<file path="config.mk">
export PLATFORM = sky130hd
export DESIGN_NAME = tms_scan_sequencer
export DESIGN_NICKNAME = d
export VERILOG_FILES = /design/src/rtl/tms_pkg.sv /design/src/rtl/tms_acq_if.sv /design/src/rtl/tms_scan_sequencer.sv /design/src/rtl/tms_key_select.sv /design/src/rtl/tms_acquire.sv
export VERILOG_INCLUDE_DIRS = /design/src /design/src/rtl
export SDC_FILE = /design/constraint.sdc
export NUM_CORES = 1
export LEC_CHECK = 0
export CAP_MARGIN = 20
export CORE_AREA = 2 2 173 175
export CTS_CLUSTER_DIAMETER = 150
export DETAILED_ROUTE_END_ITERATION = 10
export DIE_AREA = 0 0 175 177
export DONT_BUFFER_PORTS = 1
export REMOVE_ABC_BUFFERS = 1
export SYNTH_ARGS = -nofsm -noshare
export SYNTH_HDL_FRONTEND = slang
export SYNTH_SLANG_ARGS = --single-unit
</file>
<file path="constraint.sdc">
create_clock -name clk_sys -period 15.9 [get_ports clk_sys]
set_input_delay 1.59 -clock clk_sys [delete_from_list [all_inputs] [get_ports clk_sys]]
set_output_delay 1.59 -clock clk_sys [all_outputs]
set_load 0.1 [all_outputs]
</file>
<file path="src/rtl/tms_consts.svh">
// constants for the touch matrix scan sequencer
`ifndef TMS_CONSTS_SVH
`define TMS_CONSTS_SVH
`define TMS_NUM_DRIVE    8
`define TMS_NUM_SENSE    3
`define TMS_NUM_KEYS     24
`define TMS_KEY_W        5
`define TMS_MAX_SMALL    16
`define TMS_MAX_LARGE    24
`define TMS_LIMIT_W      8
`define TMS_BURST_W      8
`define TMS_SIG_W        12
`define TMS_FIRST_KEY    5'h00
`define TMS_PULSE_HALF   8'h02
`define TMS_CONV_CYCLES  8'h10
`endif

</file>
<file path="src/rtl/tms_pkg.sv">
// types of the touch matrix scan sequencer
package tms_pkg;
  typedef enum logic [2:0] {ST_IDLE, ST_FIND, ST_BURST, ST_CONV, ST_DONE} tms_state_t;
endpackage

</file>
<file path="src/rtl/tms_acq_if.sv">
// interface between sequencer and acquisition unit
`timescale 1ns/100ps
`default_nettype none
`include "tms_consts.svh"
interface tms_acq_if;
  logic                       start;      // one-cycle start of a burst
  logic [`TMS_BURST_W-1:0]    pulses;     // pulse count for the burst
  logic                       pulseHigh;  // drive pulse level
  logic                       busy;       // burst or conversion running
  logic                       done;       // one-cycle: value ready
  logic [`TMS_SIG_W-1:0]      value;      // digitised result
  modport seq (output start, pulses, input pulseHigh, busy, done, value);
  modport acq (input start, pulses, output pulseHigh, busy, done, value);
endinterface
`default_nettype wire

</file>
<file path="src/rtl/tms_scan_sequencer.sv">
// scan sequencer for the capacitive touch key matrix
`timescale 1ns/100ps
`default_nettype none
`include "tms_consts.svh"
module tms_scan_sequencer (
  // clock and reset
  input  wire logic                                     clk_sys,
  input  wire logic                                     resetn,
  // variant strap: high selects the 16-key part
  input  wire logic                                     smallVariant,
  // per-key setup, flattened key-major
  input  wire logic [`TMS_NUM_KEYS*`TMS_LIMIT_W-1:0]    normalDetectIntegratorLimit,
  input  wire logic [`TMS_NUM_KEYS*`TMS_BURST_W-1:0]    pulseBurstCount,
  // sense comparator
  input  wire logic                                     senseAbove,
  // matrix drive
  output logic [`TMS_NUM_DRIVE-1:0]                     driveLine,
  output logic [`TMS_NUM_SENSE-1:0]                     senseSelect,
  // results
  output logic                                          resultValid,
  output logic [`TMS_KEY_W-1:0]                         resultKey,
  output logic [`TMS_SIG_W-1:0]                         resultSignal,
  output logic [`TMS_NUM_KEYS-1:0]                      keyEnabled,
  output logic [`TMS_KEY_W-1:0]                         enabledCount,
  output logic                                          overLimit,
  output logic                                          scanDone
);
  tms_acq_if acqBus ();
  tms_pkg::tms_state_t       state_r;        // sequencer phase
  logic [`TMS_KEY_W-1:0]     key_r;          // key being visited
  logic [`TMS_NUM_KEYS-1:0]  enPrev_r;       // mask seen last cycle
  logic                      start_r;        // burst start strobe
  logic [`TMS_BURST_W-1:0]   pulses_r;       // latched burst length
  logic                      smallLatched_r; // strap caught after reset
  logic                      strapValid_r;   // strap has been caught
  logic                      restart_r;      // mask changed, restart still owed
  logic [`TMS_NUM_DRIVE-1:0] drive_r;
  logic [`TMS_NUM_SENSE-1:0] sense_r;
  logic                      valid_r;
  logic [`TMS_KEY_W-1:0]     rkey_r;
  logic [`TMS_SIG_W-1:0]     rsig_r;
  logic [`TMS_NUM_KEYS-1:0]  enOut_r;
  logic [`TMS_KEY_W-1:0]     count_r;
  logic                      over_r;
  logic                      done_r;
  // per-key enable derived from the integrator limit
  logic [`TMS_NUM_KEYS-1:0]  rawEnable;
  logic [`TMS_NUM_KEYS-1:0]  keyEnable;
  genvar g;
  generate
    for (g = 0; g < `TMS_NUM_KEYS; g++) begin : gEn
      assign rawEnable[g] = normalDetectIntegratorLimit[g*`TMS_LIMIT_W +: `TMS_LIMIT_W]
                            != '0;
    end
  endgenerate
  // small part: third sense line scanned only while at most 16 keys are enabled; host must disable defaults
  // itself to move keys there, so all 24 key slots count toward the limit
  wire [`TMS_NUM_KEYS-1:0] smallMask = {{(`TMS_NUM_KEYS-`TMS_MAX_SMALL){1'b0}},
                                        {`TMS_MAX_SMALL{1'b1}}};
  wire                     isSmall   = strapValid_r ? smallLatched_r : smallVariant;
  // count enabled keys before limiting
  logic [`TMS_KEY_W-1:0] rawCount;
  always_comb begin
    rawCount = '0;
    for (int i = 0; i < `TMS_NUM_KEYS; i++) begin
      rawCount = rawCount + `TMS_KEY_W'(rawEnable[i]);
    end
  end
  wire smallOver = isSmall && (rawCount > `TMS_KEY_W'(`TMS_MAX_SMALL));
  // over the limit: keep only the enabled keys of the first two lines
  assign keyEnable = !isSmall ? rawEnable :
                     smallOver ? (rawEnable & smallMask) :
                     rawEnable;
  // next enabled key search
  wire                  found;
  wire [`TMS_KEY_W-1:0] nextKey;
  wire                  atStart = (state_r == tms_pkg::ST_IDLE) || (state_r == tms_pkg::ST_DONE);
  wire [`TMS_KEY_W-1:0] fromKey = atStart ? `TMS_FIRST_KEY : key_r + `TMS_KEY_W'(1);
  tms_key_select uSel (
    .keyEnable (keyEnable),
    .fromKey   (fromKey),
    .found     (found),
    .nextKey   (nextKey)
  );
  wire maskChanged = (keyEnable != enPrev_r);
  // a change seen mid-burst is held until the converter is idle, else it is lost;
  // start_r covers the cycle before the converter reports busy
  wire restartOwed = maskChanged || restart_r;
  wire restartNow  = restartOwed && (state_r != tms_pkg::ST_IDLE) && !acqBus.busy
                     && !start_r;
  // drive and sense line of the key: key = sense*8 + drive
  wire [2:0] driveIdx = nextKey[2:0];
  wire [1:0] senseIdx = nextKey[4:3];
  wire [`TMS_BURST_W-1:0] nextPulses = pulseBurstCount[nextKey*`TMS_BURST_W +: `TMS_BURST_W];
  assign acqBus.start  = start_r;
  assign acqBus.pulses = pulses_r;
  tms_acquire uAcq (
    .clk_sys    (clk_sys),
    .resetn     (resetn),
    .senseAbove (senseAbove),
    .acq        (acqBus.acq)
  );
  // strap capture one clock after reset release
  always_ff @(posedge clk_sys) begin
    if (!resetn) begin
      strapValid_r   <= 1'b0;
      smallLatched_r <= 1'b0;
    end else if (!strapValid_r) begin
      strapValid_r   <= 1'b1;
      smallLatched_r <= smallVariant;
    end
  end
  // sequencer: one key at a time, restart on mask change
  always_ff @(posedge clk_sys) begin
    start_r <= 1'b0;
    done_r  <= 1'b0;
    valid_r <= 1'b0;
    if (!resetn) begin
      state_r  <= tms_pkg::ST_IDLE;
      key_r    <= `TMS_FIRST_KEY;
      enPrev_r <= '0;
      restart_r <= 1'b0;
      pulses_r <= '0;
      drive_r  <= '0;
      sense_r  <= '0;
      rkey_r   <= '0;
      rsig_r   <= '0;
    end else begin
      enPrev_r <= keyEnable;
      // idle already restarts from the lowest key, so nothing is owed there
      restart_r <= restartOwed && !restartNow && (state_r != tms_pkg::ST_IDLE);
      if (restartNow) begin
        state_r <= tms_pkg::ST_IDLE;
      end else begin
        case (state_r)
          tms_pkg::ST_IDLE, tms_pkg::ST_DONE, tms_pkg::ST_FIND: begin
            if (found) begin
              key_r    <= nextKey;
              pulses_r <= nextPulses;
              start_r  <= 1'b1;
              drive_r  <= 8'h01 << driveIdx;
              sense_r  <= 3'h1 << senseIdx;
              state_r  <= tms_pkg::ST_BURST;
            end else begin
              state_r <= tms_pkg::ST_IDLE;
            end
          end
          // a result taken under the old mask is dropped: its key may now be off
          tms_pkg::ST_BURST: if (acqBus.done && !restartOwed) begin
            // disabled keys never reach here, so they never produce a result
            rsig_r  <= acqBus.value;
            rkey_r  <= key_r;
            valid_r <= 1'b1;
            state_r <= tms_pkg::ST_CONV;
          end
          tms_pkg::ST_CONV: begin
            // burst fully ended before searching the next key
            if (found) begin
              state_r <= tms_pkg::ST_FIND;
            end else begin
              // no enabled key above this one: the scan cycle is over
              done_r  <= 1'b1;
              state_r <= tms_pkg::ST_DONE;
            end
          end
          default: state_r <= tms_pkg::ST_IDLE;
        endcase
      end
    end
  end
  // pulse level is gated onto the selected drive line only while bursting
  always_ff @(posedge clk_sys) begin
    if (!resetn) begin
      driveLine   <= '0;
      senseSelect <= '0;
      enOut_r     <= '0;
      count_r     <= '0;
      over_r      <= 1'b0;
    end else begin
      driveLine   <= acqBus.pulseHigh ? drive_r : '0;
      senseSelect <= sense_r;
      enOut_r     <= keyEnable;
      count_r     <= smallOver ? `TMS_KEY_W'(`TMS_MAX_SMALL) : rawCount;
      over_r      <= smallOver;
    end
  end
  assign resultValid  = valid_r;
  assign resultKey    = rkey_r;
  assign resultSignal = rsig_r;
  assign keyEnabled   = enOut_r;
  assign enabledCount = count_r;
  assign overLimit    = over_r;
  assign scanDone     = done_r;
endmodule
`default_nettype wire

</file>
<file path="src/rtl/tms_key_select.sv">
// finds next enabled key at or after a start index
`timescale 1ns/100ps
`default_nettype none
`include "tms_consts.svh"
module tms_key_select (
  // enable mask and search start
  input  wire logic [`TMS_NUM_KEYS-1:0] keyEnable,
  input  wire logic [`TMS_KEY_W-1:0]    fromKey,
  // result
  output logic                          found,
  output logic [`TMS_KEY_W-1:0]         nextKey
);
  logic [`TMS_NUM_KEYS-1:0] hit;        // enabled and not below start
  // lowest set bit wins, so the ordering follows key number
  genvar g;
  generate
    for (g = 0; g < `TMS_NUM_KEYS; g++) begin : gHit
      assign hit[g] = keyEnable[g] && (`TMS_KEY_W'(g) >= fromKey);
    end
  endgenerate
  always_comb begin
    found   = 1'b0;
    nextKey = `TMS_FIRST_KEY;
    for (int i = `TMS_NUM_KEYS - 1; i >= 0; i--) begin
      if (hit[i]) begin
        found   = 1'b1;
        nextKey = i[`TMS_KEY_W-1:0];
      end
    end
  end
endmodule
`default_nettype wire

</file>
<file path="src/rtl/tms_acquire.sv">
// burst pulse generator and single-slope converter
`timescale 1ns/100ps
`default_nettype none
`include "tms_consts.svh"
module tms_acquire (
  // clock and reset
  input  wire logic                  clk_sys,
  input  wire logic                  resetn,
  // sense comparator: high while charge above ramp
  input  wire logic                  senseAbove,
  // sequencer side
  tms_acq_if.acq                     acq
);
  typedef enum logic [1:0] {A_IDLE, A_PULSE, A_CONV} tms_acq_state_t;
  tms_acq_state_t           state_r;   // phase of acquisition
  logic [`TMS_BURST_W-1:0]  left_r;    // pulses still to send
  logic [7:0]               half_r;    // half period counter
  logic [`TMS_SIG_W-1:0]    count_r;   // ramp counter
  logic [7:0]               conv_r;    // minimum conversion time
  logic                     high_r;    // pulse level
  logic                     done_r;    // result strobe
  wire                      halfEnd  = (half_r == `TMS_PULSE_HALF - 8'h01);
  wire                      lastPulse = (left_r <= `TMS_BURST_W'(1));
  wire                      convEnd  = !senseAbove && (conv_r >= `TMS_CONV_CYCLES);
  assign acq.pulseHigh = high_r;
  assign acq.busy      = (state_r != A_IDLE);
  assign acq.done      = done_r;
  assign acq.value     = count_r;
  // pulse train then ramp count; zero pulses still converts once
  always_ff @(posedge clk_sys) begin
    done_r <= 1'b0;
    if (!resetn) begin
      state_r <= A_IDLE;
      left_r  <= '0;
      half_r  <= 8'h00;
      count_r <= '0;
      conv_r  <= 8'h00;
      high_r  <= 1'b0;
    end else begin
      case (state_r)
        A_IDLE: if (acq.start) begin
          left_r  <= acq.pulses;
          half_r  <= 8'h00;
          count_r <= '0;
          conv_r  <= 8'h00;
          state_r <= (acq.pulses == '0) ? A_CONV : A_PULSE;
        end
        A_PULSE: begin
          half_r <= halfEnd ? 8'h00 : half_r + 8'h01;
          if (halfEnd) begin
            high_r <= !high_r;
            if (high_r) begin
              left_r <= left_r - `TMS_BURST_W'(1);
              if (lastPulse) state_r <= A_CONV;
            end
          end
        end
        A_CONV: begin
          if (conv_r != 8'hff) conv_r <= conv_r + 8'h01;
          if (convEnd || count_r == '1) begin
            done_r  <= 1'b1;
            state_r <= A_IDLE;
          end else begin
            count_r <= count_r + `TMS_SIG_W'(1);
          end
        end
        default: state_r <= A_IDLE;
      endcase
    end
  end
endmodule
`default_nettype wire

</file>
==> results_dict.tcl <==
set metrics [dict create \
    max_clock_freq_mhz 110 \
    worstPathArrival_ns 9.38 \
    grt_overflow_total 0 \
    grt_max_degree 75 \
    insertion_delay_ns 0.42 \
    fillers 3137 \
    clock-sinks 131 \
    ir_drop_uv 72.3 \
    place_hpwl_um 28400 \
    ys_ff_latch 131 \
    crit_family "adder cells" \
    crit_path_frequent_cell "fa_1" \
    worst_path_largest_cell_delay_ns 0.68 \
    relSlewSlack 0.262 \
    timing_worst_setup_path_type "input pin to flop" \
    synth.top_cell.area_share 0.291 \
    via_per_inst 5.79 \
    yosysUniqueCellTypes 85 \
    cp_max_fo 41 \
    grt_pass1_wl_um 52400 \
    tns_ns 0 \
    skew_ns 0.0116 \
    rsz0062_at_grt "no" \
    min-delay-path-class "flop to flop" \
    coreArea_mm2 0.0292 \
    cts_root_buffer "clkbuf_16" \
    cp-end-kind "flop" \
    totalWireLength_um 35800 \
    drt_iter0_drc 586 \
    async_flop_share 0 \
    via_count 8975 \
    p_leak_nw 3.63 \
    multiInputGateArea_mm2 0.00593 \
    synth-edff-count 0 \
    period_needed_ns 9.10 \
    fp.dieH_um 177 \
    synth_area_leaders "dfxtp_1, nand2_1, nor2_1" \
    layout.nets 1567 \
    period_share 0.572 \
    track_usage 0.224 \
    cts_resized 0 \
    wl_per_cell_um 23.1 \
    cts_tree "built" \
    firstDrtPassIters 5 \
    synth_area_leader_cell "dfxtp_1" \
    report.final.slew_viol_count 0 \
    critPathLaunchType "input pin" \
    critPathRequiredTime_ns 16.18 \
    numCtsBuffers 17 \
    clk_pin_slew_worst_paths_ns 0.06 \
    cts_hold_buf 0 \
    fp-row-count 63 \
    seqCellArea_mm2 0.00262 \
    final_cells 1551 \
    syn_inst 1184 \
    path_buf_inv 1 \
    crit_chain "nor4_1 -> nand2_1 -> fa_1 -> fa_1 -> fa_1 -> fa_1 -> fa_1 -> ha_1 -> inv_1 -> fa_1 -> nor2b_1 -> a41o_1 -> a221o_1 -> nand2_1 -> a311o_1 -> a22oi_4 -> nand2_2 -> mux2i_1 -> nor3_1 -> a2111oi_2 -> a41oi_1" \
    yosysWarningCount 0 \
    crit_slowest_cell "nor4_1" \
    ant_nets 0 \
    gp_congestion 1.06 \
    finalPower_uw 996 \
    setup_viol 0 \
    area.growth.synth_to_final_pct 9.83 \
    p_per_area_mw_per_mm2 100 \
    syn_area_mm2 0.00902 \
    dieWidth_um 175 \
    ys_seq_area_frac 0.291 \
    postCtsSetupRepairBufs 0 \
    antenna_found_initial 5 \
    tightest_slew_ns 1.11 \
    ios 448 \
    io_buffers 0 \
    die_area_mm2 0.0310 \
    max_cap_viol_count 0 \
    status "finished, final reports clean" \
    synthFlopType "dfxtp_1" \
    start_util 0.308 \
    syn_area_per_cell_um2 7.62 \
    dp_cells 1519 \
    htreeDepth 4 \
    drc 0 \
    clk_path_buf_depth 2 \
    drive_gt1_frac 0.0664 \
    hold_viol 0 \
    grt_pass1_vias 8581 \
]
[per-stage QoR]
step	instance area (µm²)	hold slack (ns)	utilization	worst slack [ns]
5_1_grt	9910	0.475	0.339	6.37
6_report	9910	0.447	0.339	6.80
4_1_cts	9900	0.450	0.339	6.73
2_1_floorplan	8700	0.428	-	6.34
3_5_place_dp	9290	0.443	0.318	6.29
3_3_place_gp	9290	0.438	0.318	6.51
[cell usage after synthesis (all sizes together), types with 17 or more instances]
cell type,number
a31oi,36
dfxtp,131
o21ai,42
xor2,26
nor2,95
inv,44
fa,17
nor4,52
buf,35
clkbuf,30
nand2,225
nand3,47
a22oi,18
and3,22
a21oi,69
nand4,20
mux2i,36
a211oi,24
[cell usage in the layout (no fill, tap or decap), types with 7 or more instances in the layout]
master	instances
a211oi_1	23
a21boi_0	9
a21o_1	7
a21oi_1	68
a22oi_1	17
a311oi_1	7
a31oi_1	36
and2_1	14
and3_1	21
buf_4	10
clkbuf_16	17
dfxtp_1	131
fa_1	17
ha_1	14
inv_1	43
mux2_2	7
mux2i_1	35
nand2_1	224
nand3_1	46
nand4_1	20
nor2_1	94
nor2b_1	7
nor3_1	14
nor4_1	51
o211ai_1	8
o21ai_0	39
o22ai_1	7
or3_1	14
or4_1	14
xor2_1	25
[area by class of cell]
type | count | share of cell area
antenna | 2 | 0.000505
sequential | 131 | 0.265
multi-input combinational | 944 | 0.599
inverter | 44 | 0.0167
tap | 390 | 0.0492
clock buffer | 18 | 0.0443
clock inverter | 12 | 0.0181
timing repair buffer | 10 | 0.00758
[report_power, final]
| part | internal [mW] | total, mW | switching, mW |
|---|---|---|---|
| clock network | 0.266 | 0.425 | 0.160 |
| logic | 0.0588 | 0.169 | 0.110 |
| registers | 0.344 | 0.401 | 0.0567 |
| total | 0.669 | 0.996 | 0.327 |
[cells by family (layout without fill, tap and decap cells)]
| logic type | after synthesis | count (layout) | synth area share |
|---|---|---|---|
| AO/OA/AOI/OAI | 284 | 284 | 0.218 |
| XOR/XNOR | 32 | 32 | 0.0319 |
| adder cells (fa/ha/maj) | 32 | 32 | 0.0583 |
| buffers and inverters | 109 | 84 | 0.0540 |
| flip-flops | 131 | 131 | 0.291 |
| multiplexers | 46 | 46 | 0.0538 |
| other | 0 | 2 | 0 |
| AND/OR/NAND/NOR | 550 | 550 | 0.294 |
[metal layers]
layer  vias up  track usage  part of all wire
li1       4237            -                 -
met1      4260        0.294              0.45
met4         6       0.0653             0.019
met3        51       0.0524             0.067
met5         -            0            0.0012
met2       421        0.365              0.46
[path summary, 6_finish.rpt]
check	depth (start not counted)	slack [ns]	endpoint	start
min	2	0.45	drive_r[2]$_SDFFE_PN0P_	drive_r[2]$_SDFFE_PN0P_
max	21	6.80	acqBus.pulses[2]$_SDFFE_PN0P_	normalDetectIntegratorLimit[173]
max reg2reg	12	11.08	acqBus.pulses[2]$_SDFFE_PN0P_	key_r[0]$_SDFFE_PN0P_
min reg2reg	2	0.45	drive_r[2]$_SDFFE_PN0P_	drive_r[2]$_SDFFE_PN0P_
[worst reg2reg max path, stage by stage (launching register included)]
cell	delay (ns)
dfxtp_1	0.50
ha_1	0.35
xor2_2	0.47
nand3_2	0.29
a211oi_1	0.32
o31ai_1	0.13
a311o_1	0.44
a22oi_4	0.46
nand2_2	0.61
mux2i_1	0.38
nor3_1	0.08
a2111oi_2	0.49
a41oi_1	0.18
[sequential cells by signal, summed over array words and instances, names as in the netlist, 5 cells and up]
register,count
acqBus.pulses,8
resultKey,5
resultSignal,12
uAcq.acq.value,12
key_r,5
keyEnabled,24
uAcq.left_r,8
driveLine,8
uAcq.conv_r,8
drive_r,8
enabledCount,5
uAcq.half_r,8
(Power assumes the default switching activity.)
